**src/verilog/dev_id_err_pkg.sv**
```systemverilog
// constants for the controller identity and error history register bank
package dev_id_err_pkg;
    // register indices as printed; byte address is four times the index
    localparam logic [15:0] ctrl_type_idx = 16'h1000;
    localparam logic [15:0] err_summary_idx = 16'h1001;
    // history object has no printed index: chosen block at 0x1003
    localparam logic [15:0] hist_base_idx = 16'h1003;
    localparam logic [15:0] hist_count_idx = 16'h1003;
    localparam logic [15:0] irq_status_idx = 16'h1010;
    localparam logic [15:0] irq_mask_idx = 16'h1011;
    localparam logic [15:0] fault_clear_idx = 16'h1012;
    localparam int idx_lsb = 2;
    localparam int idx_w = 16;
    localparam int hist_sub_lsb = 10;
    localparam logic [5:0] hist_sub_base = 6'h0;

    localparam int hist_depth = 8;
    localparam logic [7:0] hist_max = 8'h08;
    localparam logic [7:0] hist_count_reset = 8'h00;
    localparam logic [31:0] hist_entry_reset = 32'h0000_0000;
    localparam logic [7:0] summary_reset = 8'h00;

    // motor type codes in bits 23..16
    localparam logic [7:0] motor_bldc = 8'h02;
    localparam logic [7:0] motor_stepper = 8'h04;
    localparam logic [7:0] motor_both = 8'h06;
    localparam int motor_lsb = 16;
    // drive profile number, low half
    localparam logic [15:0] profile_number_dflt = 16'h0001;

    // summary bit positions
    localparam int general_fault_bit = 0;
    localparam int current_fault_bit = 1;
    localparam int voltage_fault_bit = 2;
    localparam int temperature_fault_bit = 3;
    localparam int communication_fault_bit = 4;
    localparam int profile_fault_bit = 5;
    localparam int reserved_zero_bit = 6;
    localparam int maker_specific_fault_bit = 7;
    localparam logic [7:0] summary_mask = 8'hBF;

    localparam logic [1:0] resp_okay = 2'b00;
    localparam logic [1:0] resp_slverr = 2'b10;
    localparam logic [31:0] abort_access = 32'h0800_0024;

    // event bits of the interrupt status register
    localparam int irq_w = 2;
    localparam int irq_new_err = 0;
    localparam int irq_abort = 1;
endpackage

```
**src/verilog/dev_id_err_regs.sv**
```systemverilog
// controller identity word, error summary and error history over axi4-lite
`timescale 1ns/10ps
// What this block does
// - a fixed 32-bit read-only controller type word is readable from reset.
// - bits 23..16 of that word hold the motor code 2, 4 or 6.
// - the low half of that word holds the supported drive profile number.
// - an 8-bit read-only error summary register reads zero after reset.
// - a summary bit follows its error condition, set while present, clear when gone.
// - summary bits are general, current, voltage, temperature, comms, profile, -, maker.
// - every new error also records its detailed code in the history.
// - the history holds up to eight 32-bit entries.
// - history sub-entry zero is an 8-bit writable count, zero after reset.
// - history entries one and up are read-only 32-bit words, zero after reset.
// - writes to read-only entries are refused and leave the value unchanged.
// - every preset value is loaded at reset.
// - every entry is 8, 16 or 32 bits wide.
// - a new error enters entry one and older ones shift down, the eighth dropped.
// - reading a history entry while none is recorded aborts with the access code.
// - writing zero to the count in a cycle with no new error restarts counting and clears the history.
module dev_id_err_regs #(
    parameter logic [7:0] motor_code = dev_id_err_pkg::motor_both,
    // arbitrary neutral value
    parameter logic [15:0] profile_number = dev_id_err_pkg::profile_number_dflt
) (
    // clock and reset
    input wire logic aclk,
    input wire logic aresetn,
    // axi4-lite write address and data
    input wire logic [31:0] s_axi_awaddr,
    input wire logic s_axi_awvalid,
    output logic s_axi_awready,
    input wire logic [31:0] s_axi_wdata,
    input wire logic [3:0] s_axi_wstrb,
    input wire logic s_axi_wvalid,
    output logic s_axi_wready,
    // axi4-lite write response
    output logic [1:0] s_axi_bresp,
    output logic s_axi_bvalid,
    input wire logic s_axi_bready,
    // axi4-lite read
    input wire logic [31:0] s_axi_araddr,
    input wire logic s_axi_arvalid,
    output logic s_axi_arready,
    output logic [31:0] s_axi_rdata,
    output logic [1:0] s_axi_rresp,
    output logic s_axi_rvalid,
    input wire logic s_axi_rready,
    // error conditions and the detailed code of a newly occurring error
    input wire logic [7:0] fault_level,
    input wire logic err_event,
    input wire logic [31:0] err_code,
    // interrupt
    output logic irq
);
    typedef struct packed {
        logic awready;
        logic wready;
        logic [31:0] awaddr;
        logic aw_have;
        logic [31:0] wdata;
        logic [3:0] wstrb;
        logic w_have;
        logic bvalid;
        logic [1:0] bresp;
        logic arready;
        logic rvalid;
        logic [31:0] rdata;
        logic [1:0] rresp;
        logic [7:0] summary;
        logic [7:0] count;
        logic [dev_id_err_pkg::hist_depth-1:0][31:0] hist;
        logic [dev_id_err_pkg::irq_w-1:0] irq_status;
        logic [dev_id_err_pkg::irq_w-1:0] irq_mask;
        logic irq;
    } state_t;

    state_t s_q;
    state_t s_d;
    logic [31:0] type_word;
    logic [15:0] ridx;
    logic [15:0] widx;
    logic [31:0] wmask;
    logic [31:0] wval;

    assign type_word = {8'h00, motor_code, profile_number};

    // per-lane write mask from the strobes
    generate
        for (genvar b = 0; b < 4; b++) begin : g_lane
            assign wmask[8*b +: 8] = {8{s_q.wstrb[b]}};
        end
    endgenerate

    always_comb begin
        logic shift_in;
        logic ro_hit;
        logic read_abort;
        logic [5:0] sub;
        shift_in = 1'b0;
        ro_hit = 1'b0;
        read_abort = 1'b0;
        sub = 6'h0;
        s_d = s_q;
        ridx = s_axi_araddr[dev_id_err_pkg::idx_lsb +: dev_id_err_pkg::idx_w];
        widx = s_q.awaddr[dev_id_err_pkg::idx_lsb +: dev_id_err_pkg::idx_w];
        wval = s_q.wdata & wmask;

        // summary follows the live conditions; reserved bit forced low
        s_d.summary = fault_level & dev_id_err_pkg::summary_mask;

        // history push on a new error
        if (err_event) begin
            shift_in = 1'b1;
            for (int i = dev_id_err_pkg::hist_depth - 1; i > 0; i--) begin
                s_d.hist[i] = s_q.hist[i-1];
            end
            s_d.hist[0] = err_code;
            if (s_q.count < dev_id_err_pkg::hist_max) begin
                s_d.count = s_q.count + 8'h01;
            end
        end

        // write channel capture, either order
        if (s_axi_awvalid && s_q.awready) begin
            s_d.awaddr = s_axi_awaddr;
            s_d.aw_have = 1'b1;
            s_d.awready = 1'b0;
        end
        if (s_axi_wvalid && s_q.wready) begin
            s_d.wdata = s_axi_wdata;
            s_d.wstrb = s_axi_wstrb;
            s_d.w_have = 1'b1;
            s_d.wready = 1'b0;
        end

        // perform write once both halves are held
        if (s_q.aw_have && s_q.w_have && !s_q.bvalid) begin
            s_d.aw_have = 1'b0;
            s_d.w_have = 1'b0;
            s_d.bvalid = 1'b1;
            s_d.bresp = dev_id_err_pkg::resp_okay;
            if (widx == dev_id_err_pkg::hist_count_idx) begin
                if (s_q.wstrb[0]) begin
                    if (wval[7:0] == 8'h00) begin
                        // clear wins only when no error arrives in this cycle
                        if (!shift_in) begin
                            s_d.count = dev_id_err_pkg::hist_count_reset;
                            for (int i = 0; i < dev_id_err_pkg::hist_depth; i++) begin
                                s_d.hist[i] = dev_id_err_pkg::hist_entry_reset;
                            end
                        end
                    end else begin
                        // nonzero write leaves the count alone
                        ro_hit = 1'b1;
                        s_d.bresp = dev_id_err_pkg::resp_slverr;
                    end
                end
            end else if (widx == dev_id_err_pkg::irq_status_idx) begin
                s_d.irq_status = s_d.irq_status & ~wval[dev_id_err_pkg::irq_w-1:0];
            end else if (widx == dev_id_err_pkg::irq_mask_idx) begin
                s_d.irq_mask = wval[dev_id_err_pkg::irq_w-1:0];
            end else begin
                ro_hit = 1'b1;
                s_d.bresp = dev_id_err_pkg::resp_slverr;
            end
        end
        if (s_q.bvalid && s_axi_bready) begin
            s_d.bvalid = 1'b0;
            s_d.awready = 1'b1;
            s_d.wready = 1'b1;
        end

        // read channel
        if (s_axi_arvalid && s_q.arready) begin
            s_d.arready = 1'b0;
            s_d.rvalid = 1'b1;
            s_d.rresp = dev_id_err_pkg::resp_okay;
            s_d.rdata = 32'h0000_0000;
            sub = 6'(ridx - dev_id_err_pkg::hist_base_idx);
            if (ridx == dev_id_err_pkg::ctrl_type_idx) begin
                s_d.rdata = type_word;
            end else if (ridx == dev_id_err_pkg::err_summary_idx) begin
                s_d.rdata = {24'h00_0000, s_q.summary};
            end else if (ridx == dev_id_err_pkg::hist_count_idx) begin
                s_d.rdata = {24'h00_0000, s_q.count};
            end else if (ridx > dev_id_err_pkg::hist_base_idx &&
                         ridx <= dev_id_err_pkg::hist_base_idx + 16'(dev_id_err_pkg::hist_depth)) begin
                if (s_q.count == dev_id_err_pkg::hist_count_reset) begin
                    read_abort = 1'b1;
                    s_d.rresp = dev_id_err_pkg::resp_slverr;
                    s_d.rdata = dev_id_err_pkg::abort_access;
                end else begin
                    s_d.rdata = s_q.hist[3'(sub - 6'h1)];
                end
            end else if (ridx == dev_id_err_pkg::irq_status_idx) begin
                s_d.rdata = 32'(s_q.irq_status);
            end else if (ridx == dev_id_err_pkg::irq_mask_idx) begin
                s_d.rdata = 32'(s_q.irq_mask);
            end else begin
                s_d.rresp = dev_id_err_pkg::resp_slverr;
            end
        end
        if (s_q.rvalid && s_axi_rready) begin
            s_d.rvalid = 1'b0;
            s_d.arready = 1'b1;
        end

        // sticky events, set wins over a same-cycle clear
        if (shift_in) begin
            s_d.irq_status[dev_id_err_pkg::irq_new_err] = 1'b1;
        end
        if (read_abort || ro_hit) begin
            s_d.irq_status[dev_id_err_pkg::irq_abort] = 1'b1;
        end
        s_d.irq = |(s_d.irq_status & s_d.irq_mask);

        if (!aresetn) begin
            s_d = '0;
            s_d.awready = 1'b1;
            s_d.wready = 1'b1;
            s_d.arready = 1'b1;
            s_d.summary = dev_id_err_pkg::summary_reset;
            s_d.count = dev_id_err_pkg::hist_count_reset;
            for (int i = 0; i < dev_id_err_pkg::hist_depth; i++) begin
                s_d.hist[i] = dev_id_err_pkg::hist_entry_reset;
            end
        end
    end

    always_ff @(posedge aclk) begin
        s_q <= s_d;
    end

    assign s_axi_awready = s_q.awready;
    assign s_axi_wready = s_q.wready;
    assign s_axi_bvalid = s_q.bvalid;
    assign s_axi_bresp = s_q.bresp;
    assign s_axi_arready = s_q.arready;
    assign s_axi_rvalid = s_q.rvalid;
    assign s_axi_rdata = s_q.rdata;
    assign s_axi_rresp = s_q.rresp;
    assign irq = s_q.irq;
endmodule
```
**config.mk**
```make
export PLATFORM = sky130hd
export DESIGN_NAME = dev_id_err_regs
export DESIGN_NICKNAME = d
export VERILOG_FILES = /design/src/verilog/dev_id_err_pkg.sv /design/src/verilog/dev_id_err_regs.sv
export SDC_FILE = /design/constraint.sdc
export NUM_CORES = 1
export LEC_CHECK = 0
export BUFFER_PORTS_ARGS = -buffer_cell sky130_fd_sc_hd__buf_4
export CAP_MARGIN = 20
export CORE_MARGIN = 2
export CORE_UTILIZATION = 62
export DETAILED_ROUTE_END_ITERATION = 10
export PLACE_DENSITY_LB_ADDON = 0.1
export SLEW_MARGIN = 0
export SYNTH_ARGS = -nofsm -noshare
export SYNTH_HDL_FRONTEND = slang
export SYNTH_SLANG_ARGS = --single-unit
```
**constraint.sdc**
```tcl
create_clock -name aclk -period 5.01 [get_ports aclk]
set_clock_uncertainty 0.05 [all_clocks]
set_input_delay 0.501 -clock aclk [delete_from_list [all_inputs] [get_ports aclk]]
set_output_delay 0.501 -clock aclk [all_outputs]
set_load 0.1 [all_outputs]
```
==> results of run 1 <==
==> layout make-up <==
type / instances / area [µm²]
flip-flops and latches: 342 / 6847
fillers: 1706 / 6514
multi-input cells: 886 / 6441
repair buffers: 140 / 1111
clock buffers: 57 / 1071
well taps: 285 / 356.6
inverters: 13 / 53.80
clock inverters: 3 / 40.04
==> metal layers <==
layer	part of all wire, %	up-vias	global-route usage (%)
met5	0	-	0
met4	1.7	0	6.305
met3	4.9	40	4.203
met2	47	246	38.24
met1	47	5032	34.64
li1	-	5035	-
==> critical path, cell delays in order (launching register included) <==
cell and delay, ps:
dfxtp_1 310, or4_4 540, nor3_1 490, nand3_1 220, o21ai_4 160, buf_4 630
nor2_1 120
==> stage by stage <==
stage | instances | util, % | total power, mW
5_1_grt | 1726 | 70.96 | 5.993
6_report | 1726 | 70.96 | 5.783
3_3_place_gp | 1664 | 65.77 | 3.320
3_5_place_dp | 1664 | 65.77 | 3.326
2_1_floorplan | 1395 | - | 3.197
4_1_cts | 1724 | 70.72 | 5.834
==> cell families after synthesis <==
logic type                 count (synthesis)
adders and majority gates                  2
muxes                                    158
xor gates and xnor gates                   3
other                                      1
buffers and inverters                    167
and+or+nand+nor                          426
DFF                                      342
AOI/OAI and AO/OA                        295
==> how the worst min path moves through the flow <==
stage | from | endpoint | slack (ps) | depth (start not counted)
after floorplan | s_q[266] | s_q[266] | 370 | 2
after global placement | s_q[267] | s_q[267] | 380 | 2
after detailed placement | s_q[267] | s_q[267] | 380 | 2
after CTS | s_axi_awvalid | s_axi_awready | 130 | 2
after global routing | fault_level[7] | s_q[276] | 150 | 2
final | s_axi_awvalid | s_axi_awready | 150 | 2
==> power breakdown <==
group,internal (mW),switching (mW)
clock network,1.51,1.00
logic,0.175,0.282
registers,2.78,0.0391
==> Yosys cell counts, drive strengths merged, types with 13 or more instances <==
| library cell | instances |
|---|---|
| inv | 13 |
| a22oi | 204 |
| buf | 78 |
| nor2 | 298 |
| dfxtp | 342 |
| mux2i | 90 |
| nand2 | 66 |
| a2bb2oi | 22 |
| a21oi | 33 |
| mux4 | 64 |
| clkbuf | 76 |
| and2 | 14 |
==> flow_summary.json, run 1 <==
{
  "htree_levels": 2,
  "root_buffer": "clkbuf_16",
  "synth_flop_cell": "dfxtp_1",
  "clk_pin_slew_worst_paths_ps": 60,
  "n_antenna_cell": 0,
  "fp.dieH_um": 154.7,
  "yosysTopAreaCell": "dfxtp_1",
  "ys_ff_latch": 342,
  "rsz0062_at_grt": "no",
  "dr.pass1.iters": 5,
  "syn2layout_area_growth_pct": 13.12,
  "yosys.area_share.simple_pct": 12.86,
  "max-vdd-ir-drop_uv": 297.2,
  "vias": 10350,
  "wirelength_um": 29080,
  "largest_reg_flops": 302,
  "reg2reg_depth": 6,
  "drtIter0Drc": 834,
  "synth.mux.area_fraction_pct": 16.96,
  "mostFrequentLayoutCells": "342 x dfxtp_1, 298 x nor2_1, 204 x a22oi_1",
  "synth.distinct_cells": 58,
  "holdBufCountCts": 0,
  "cp-start-kind": "flop",
  "crit_arrival_ps": 3010,
  "synth_compound_area_share_pct": 15.34,
  "end_kind": "flop",
  "grt_max_degree": 205,
  "syn-mean-instance-area_um2": 10.10,
  "final_area_mm2": 0.01592,
  "place_area_mm2": 0.01475,
  "timing.fmax_mhz": 369.3,
  "critPathCapture": "s_q[18]",
  "setup_violations": 0,
  "fp.coreArea_mm2": 0.02243,
  "dieArea_mm2": 0.02392,
  "synth_top_family_by_area": "multiplexers",
  "r2r_slack_ps": 2300,
  "synth_adder_area_share_pct": 0.1778,
  "fp-row-count": 55,
  "yosysSeqAreaShare_pct": 48.65,
  "ctsResizeCount": 0,
  "die_x_um": 154.7,
  "io_buffers": 127,
  "hold_viol_final": 0,
  "power.density_mw_per_mm2": 363.3,
  "cts_sinks": 342,
  "yosys_warnings": 0,
  "cp.required_ps": 5310,
  "io_pins": 190,
  "period_needed_ps": 2708,
  "ant_nets": 0,
  "slew_violations": 0,
  "cts_buffer_depth": 3,
  "start_util_pct": 62.73,
  "post-route-period-util_pct": 54.05,
  "largest-register": "s_q",
  "grt_overflow_total": 0,
  "maxSlewHeadroom_pct": 33.65,
  "cts_setup_buffers": 0,
  "grt_pass1_vias": 9799,
  "timing.rr.start": "s_q[359]",
  "synthArstFlopShare_pct": 0,
  "gp_congestion": 0.7676,
  "clk-insertion-delay-late_ps": 500,
  "synth_area_leaders": "dfxtp_1 49%, a22oi_1 11%, mux4_2 10%",
  "cts_tree": "built",
  "leakage_nw": 6.085,
  "synth_area_mm2": 0.01407,
  "hp-class": "in -> reg",
  "routed_via_density": 5.998,
  "grt_pass1_wl_um": 48420,
  "drive_gt1_share_pct": 18.46,
  "drc_errors": 0,
  "layout_commonest_cell": "dfxtp_1",
  "antenna_found_initial": 0,
  "worstSetupStartpoint": "s_q[359]",
  "crit_fanout": 60,
  "dp_slack_ps": 2140,
  "fin_nets": 1569,
  "outcome": "finished clean",
  "worst_slew_pin_slew_ps": 995.2,
  "r2r_end": "s_q[18]",
  "synth_xor_area_share_pct": 0.1867,
  "synth_top_area_share_pct": 48.65,
  "post-dp-hpwl_um": 16390,
  "track_usage_pct": 24.16,
  "drv_cap": 0,
  "critPathKind": "reg -> reg",
  "setup-tns-final_ps": 0,
  "synthCells": 1394,
  "holdWs_ps": 148.4,
  "cts_buffers": 36,
  "worst_slack_ps": 2302,
  "synth_edf_count": 0,
  "wl_per_cell_um": 16.85
}
Power figures use the tool's default switching activity.
==> run 2, diff against run 1 <==
--- a/config.mk
+++ b/config.mk
@@ -8,7 +8,7 @@
 export BUFFER_PORTS_ARGS = -buffer_cell sky130_fd_sc_hd__buf_4
 export CAP_MARGIN = 20
 export CORE_MARGIN = 2
-export CORE_UTILIZATION = 62
+export CORE_UTILIZATION = 57
 export DETAILED_ROUTE_END_ITERATION = 10
 export PLACE_DENSITY_LB_ADDON = 0.1
 export SLEW_MARGIN = 0
==> constraint.sdc (replaced) <==
create_clock -name aclk -period 2.6 [get_ports aclk]
set_clock_uncertainty 0.05 [all_clocks]
set_input_delay 0.26 -clock aclk [delete_from_list [all_inputs] [get_ports aclk]]
set_output_delay 0.26 -clock aclk [all_outputs]
set_load 0.1 [all_outputs]
==> run 2 against run 1 <==
Net effect:
- register-to-register slack got worse by 2200 ps
- flip-flop and latch count unchanged
- power increased by 100%
- via count increased by 4.1%
==> flow_summary.json, run 2 (synthesized netlist as in run 1, its figures left out) <==
{
  "crit_arrival_ps": 2770,
  "antenna_found_initial": 0,
  "root_buffer": "clkbuf_16",
  "dieArea_mm2": 0.02596,
  "power.density_mw_per_mm2": 684.7,
  "mostFrequentLayoutCells": "342 x dfxtp_1, 298 x nor2_1, 204 x a22oi_1",
  "setup_violations": 0,
  "post-dp-hpwl_um": 17870,
  "grt_overflow_total": 0,
  "cts_sinks": 342,
  "maxSlewHeadroom_pct": 58.14,
  "cts_buffers": 36,
  "seq_power_share_pct": 46.8,
  "grt_pass1_vias": 10310,
  "period_needed_ps": 2462,
  "largest-register": "s_q",
  "start_util_pct": 58.04,
  "p_total_mw": 11.59,
  "clkPwrFrac_pct": 44.5,
  "leakage_nw": 6.510,
  "intPower_mw": 8.912,
  "worst_slack_ps": 138.1,
  "clk-insertion-delay-late_ps": 510,
  "p_sw_mw": 2.679,
  "slew_violations": 0,
  "critPathKind": "reg -> reg",
  "dr.pass1.iters": 5,
  "holdWs_ps": 14.92,
  "fp.coreArea_mm2": 0.02425,
  "io_pins": 190,
  "n_antenna_cell": 0,
  "drive_gt1_share_pct": 18.68,
  "max-vdd-ir-drop_uv": 511.7,
  "fp-row-count": 57,
  "setup-tns-final_ps": 0,
  "gp_congestion": 0.7853,
  "routed_via_density": 5.825,
  "outcome": "finished clean",
  "cp.required_ps": 2910,
  "hp-class": "in -> reg",
  "crit_fanout": 104,
  "drv_cap": 0,
  "cp-start-kind": "flop",
  "fin_nets": 1649,
  "pwr-share-comb_pct": 8.7,
  "wl_per_cell_um": 16.94,
  "slowest_stage": "or4_1",
  "timing.fmax_mhz": 406.2,
  "cts_setup_buffers": 0,
  "rsz0062_at_grt": "no",
  "cts_tree": "built",
  "io_buffers": 127,
  "netSwitchingFraction_pct": 23.11,
  "ff_latch_area_mm2": 0.006847,
  "ant_nets": 0,
  "fill_cells": 1812,
  "fp.dieH_um": 161.1,
  "clk_pin_slew_worst_paths_ps": 60,
  "hold_viol_final": 0,
  "drtIter0Drc": 828,
  "end_kind": "flop",
  "post-route-period-util_pct": 94.69,
  "cpPeakStageDelay_ps": 590,
  "wirelength_um": 31340,
  "htree_levels": 2,
  "dp_slack_ps": 218.1,
  "track_usage_pct": 23.81,
  "grt_max_degree": 105,
  "drc_errors": 0,
  "layout_commonest_cell": "dfxtp_1",
  "syn2layout_area_growth_pct": 20.29,
  "largest_reg_flops": 302,
  "grt_pass1_wl_um": 51470,
  "crit_chain": "or4_1, nor4_2, a31oi_4, buf_12, a22oi_1, nor2_1",
  "die_x_um": 161.1,
  "vias": 10780,
  "cts_buffer_depth": 3,
  "worst_slew_pin_slew_ps": 628.0,
  "multiInputGateArea_mm2": 0.006441
}
[run 2: worst paths after layout]
kind	startpoint	to	slack, ps	cells past startpoint
worst min-delay path	s_axi_arvalid	s_axi_arready	10	3
worst max-delay path	s_q[324]	s_q[231]	140	6
worst max register to register	s_q[324]	s_q[231]	140	6
worst min register to register	s_q[266]	s_q[266]	400	2
[run 2: repair_timing]
item / CTS / global route
hold buffers: 70 / 0
resized for setup: 0 / 0
endpoints found under the hold margin: 69 / 0
endpoints found under the setup margin: 0 / 0
[run 2: per-stage QoR]
stage	util [%]	area, µm²	cells
6_report	69.81	16930	1850
5_1_grt	69.81	16930	1850
4_1_cts	69.81	16930	1850
3_5_place_dp	61.99	15030	1715
3_3_place_gp	61.99	15030	1715
2_1_floorplan	-	14080	1395
[run 2: worst max-delay path, delay by kind of cell, from the launching register on]
| kind | cells | cell delay [ps] |
|---|---|---|
| buf+inv | 1 | 250 |
| compound gates | 2 | 450 |
| simple gates | 3 | 1190 |
| flops | 1 | 310 |
[run 2: metal layers]
layer	track usage [%]	vias to the layer above	wire length, µm
met5	0	-	0
met4	5.276	0	467
met3	3.390	42	1354
met2	39.39	247	14820
met1	33.49	5280	14690
li1	-	5208	-
[run 2: power by group through the flow]
| stage | Combinational [mW] | Clock, mW | Sequential (mW) |
|---|---|---|---|
| floorplan | 0.607 | 0 | 5.55 |
| global placement | 0.914 | 0 | 5.53 |
| detailed placement | 0.921 | 0 | 5.54 |
| CTS | 1.01 | 5.27 | 5.42 |
| global route | 1.09 | 5.47 | 5.44 |
| finish | 1.01 | 5.15 | 5.43 |
[run 2: cell type report]
| class | instances | share of cell area (%) |
|---|---|---|
| Multi-Input combinational cell | 886 | 38.05 |
| Timing Repair Buffer | 220 | 11.72 |
| Tap cell | 324 | 2.395 |
| Inverter | 13 | 0.3178 |
| Clock inverter | 15 | 1.079 |
| Sequential cell | 342 | 40.44 |
| Clock buffer | 50 | 5.994 |
==> run 3, diff against run 2 <==
--- a/config.mk
+++ b/config.mk
@@ -5,11 +5,11 @@
 export SDC_FILE = /design/constraint.sdc
 export NUM_CORES = 1
 export LEC_CHECK = 0
-export BUFFER_PORTS_ARGS = -buffer_cell sky130_fd_sc_hd__buf_4
 export CAP_MARGIN = 20
 export CORE_MARGIN = 2
-export CORE_UTILIZATION = 57
+export CORE_UTILIZATION = 63
 export DETAILED_ROUTE_END_ITERATION = 10
+export DONT_BUFFER_PORTS = 1
 export PLACE_DENSITY_LB_ADDON = 0.1
 export SLEW_MARGIN = 0
 export SYNTH_ARGS = -nofsm -noshare
==> constraint.sdc (replaced) <==
create_clock -name aclk -period 2.6 [get_ports aclk]
set_clock_uncertainty 0.05 [all_clocks]
set_input_delay 0.26 -clock aclk [delete_from_list [all_inputs] [get_ports aclk]]
set_output_delay 0.26 -clock aclk [all_outputs]
set_load 0.02 [all_outputs]
==> run 3 against run 2 <==
Net effect:
- flip-flop and latch count stayed put
- final cell count is 6.8% lower
- global-route usage is 1.4 points higher
- non-clock buffer count is 76 lower
- power is 5.0% lower
- highest routed layer unchanged
==> flow_summary.json, run 3 (synthesized netlist as in run 1, its figures left out) <==
{
  "final_area_mm2": 0.01628,
  "intPower_mw": 8.544,
  "crit_fanout": 5,
  "syn2layout_area_growth_pct": 15.65,
  "crit_family": "buffers and inverters",
  "drv_cap": 0,
  "post-route-period-util_pct": 93.33,
  "cpPeakStageDelay_ps": 560,
  "period_needed_ps": 2427,
  "worst_slew_pin_slew_ps": 1131,
  "cts_sinks": 342,
  "fp.dieH_um": 153.5,
  "vias": 10700,
  "grt_overflow_total": 0,
  "grt_pass1_vias": 9977,
  "dr_wl_met3_um": 1880,
  "top_layer": "met4",
  "reg2reg_depth": 7,
  "clk-insertion-delay-late_ps": 510,
  "cts_buffers": 37,
  "ant_nets": 0,
  "r2r_slack_ps": 170,
  "cts_tree": "built",
  "cp-start-kind": "flop",
  "fin_nets": 1574,
  "mostFrequentLayoutCells": "342 x dfxtp_1, 298 x nor2_1, 204 x a22oi_1",
  "setup-tns-final_ps": 0,
  "antenna_found_initial": 0,
  "holdPathStages": 2,
  "power.density_mw_per_mm2": 676.4,
  "max-vdd-ir-drop_uv": 638.0,
  "crit_arrival_ps": 2770,
  "r2r_end": "irq",
  "io_pins": 190,
  "cp.required_ps": 2950,
  "outcome": "finished clean",
  "met2_length_um": 15460,
  "pwr-share-comb_pct": 7.1,
  "largest_reg_flops": 302,
  "fp.coreArea_mm2": 0.02189,
  "p_sw_mw": 2.464,
  "dieArea_mm2": 0.02355,
  "track_usage_pct": 25.18,
  "grt_pass1_wl_um": 49870,
  "cts_buffer_depth": 3,
  "timing.rr.start": "s_axi_bvalid",
  "min_to": "s_q[175]",
  "rsz0062_at_grt": "no",
  "maxSlewHeadroom_pct": 24.38,
  "slew_violations": 0,
  "grt_max_degree": 262,
  "start_util_pct": 64.29,
  "hp-class": "in -> reg",
  "n_antenna_cell": 0,
  "end_kind": "flop",
  "leakage_nw": 5.919,
  "io_buffers": 0,
  "drive_gt1_share_pct": 9.619,
  "slowest_stage": "dlygate4sd3_1",
  "critPathKind": "reg -> reg",
  "place_area_mm2": 0.01383,
  "min-delay-start": "err_event",
  "cts_setup_buffers": 0,
  "layout_commonest_cell": "dfxtp_1",
  "crit_chain": "nand3b_1, buf_4, nor3_1, nand4_1, a21o_1, dlygate4sd3_1, a32o_1",
  "wl_per_cell_um": 18.88,
  "clk_pin_slew_worst_paths_ps": 60,
  "root_buffer": "clkbuf_16",
  "dr.pass1.iters": 5,
  "die_x_um": 153.5,
  "timing.fmax_mhz": 412.1,
  "htree_levels": 2,
  "drc_errors": 0,
  "fp-row-count": 54,
  "largest-register": "s_q",
  "clkPwrFrac_pct": 43.4,
  "routed_via_density": 6.203,
  "seq_power_share_pct": 49.4,
  "netSwitchingFraction_pct": 22.39,
  "hold_viol_final": 0,
  "cp_num_buf_inv": 2,
  "drtIter0Drc": 878,
  "post-dp-hpwl_um": 15570,
  "wirelength_um": 32580,
  "gp_congestion": 0.7839,
  "m1WireLength_um": 14640,
  "setup_violations": 0
}
-- run 3: per-layer routing --
layer,global-route usage (%),up-vias
li1,-,5046
met1,34.47,5295
met2,41.52,303
met3,4.678,56
met4,6.640,0
met5,0,-
-- run 3: how the worst max path moves through the flow --
| stage | start | endpoint | slack (ps) | cells after the start |
|---|---|---|---|---|
| after floorplan | s_q[324] | s_q[151] | 550 | 7 |
| after global placement | s_q[324] | s_q[221] | 190 | 6 |
| after detailed placement | s_q[324] | s_q[219] | 160 | 6 |
| after CTS | s_q[324] | s_q[191] | 110 | 6 |
| after global routing | s_q[324] | s_q[191] | 40 | 6 |
| final | s_axi_bvalid | irq | 170 | 7 |
-- run 3: cell type report --
cell class                      instances  area [µm²]
Sequential cell                       342        6847
Multi-Input combinational cell        886        6450
Fill cell                            1570        5615
Timing Repair Buffer                  144        1496
Clock buffer                           54        1020
Tap cell                              280       350.3
Clock inverter                          6       58.81
Inverter                               13       53.80
-- run 3: power groups by stage --
| stage | registers, mW | logic, mW | clock network, mW |
|---|---|---|---|
| floorplan | 5.52 | 0.565 | 0 |
| global placement | 5.55 | 0.504 | 0 |
| detailed placement | 5.55 | 0.511 | 0 |
| CTS | 5.44 | 0.690 | 4.85 |
| global route | 5.45 | 0.847 | 5.05 |
| finish | 5.44 | 0.784 | 4.78 |
-- run 3: metrics by stage --
| step | utilization, % | hold slack (ps) | setup slack, ps | power (mW) | instances |
|---|---|---|---|---|---|
| after global placement | 63.19 | 312.1 | 194.6 | 6.054 | 1533 |
| after floorplan | - | 310.4 | 552.7 | 6.087 | 1395 |
| after global routing | 74.35 | 17.91 | 42.03 | 11.35 | 1725 |
| final | 74.35 | 3.753 | 173.4 | 11.01 | 1725 |
| after CTS | 73.92 | -63.99 | 106.7 | 10.98 | 1720 |
| after detailed placement | 63.19 | 317.1 | 163.6 | 6.063 | 1533 |
-- run 3: repair_timing --
item,in CTS,in global routing
hold buffers,127,5
endpoints found under the hold margin,282,87
endpoints found under the setup margin,0,26
gates resized for setup,0,1
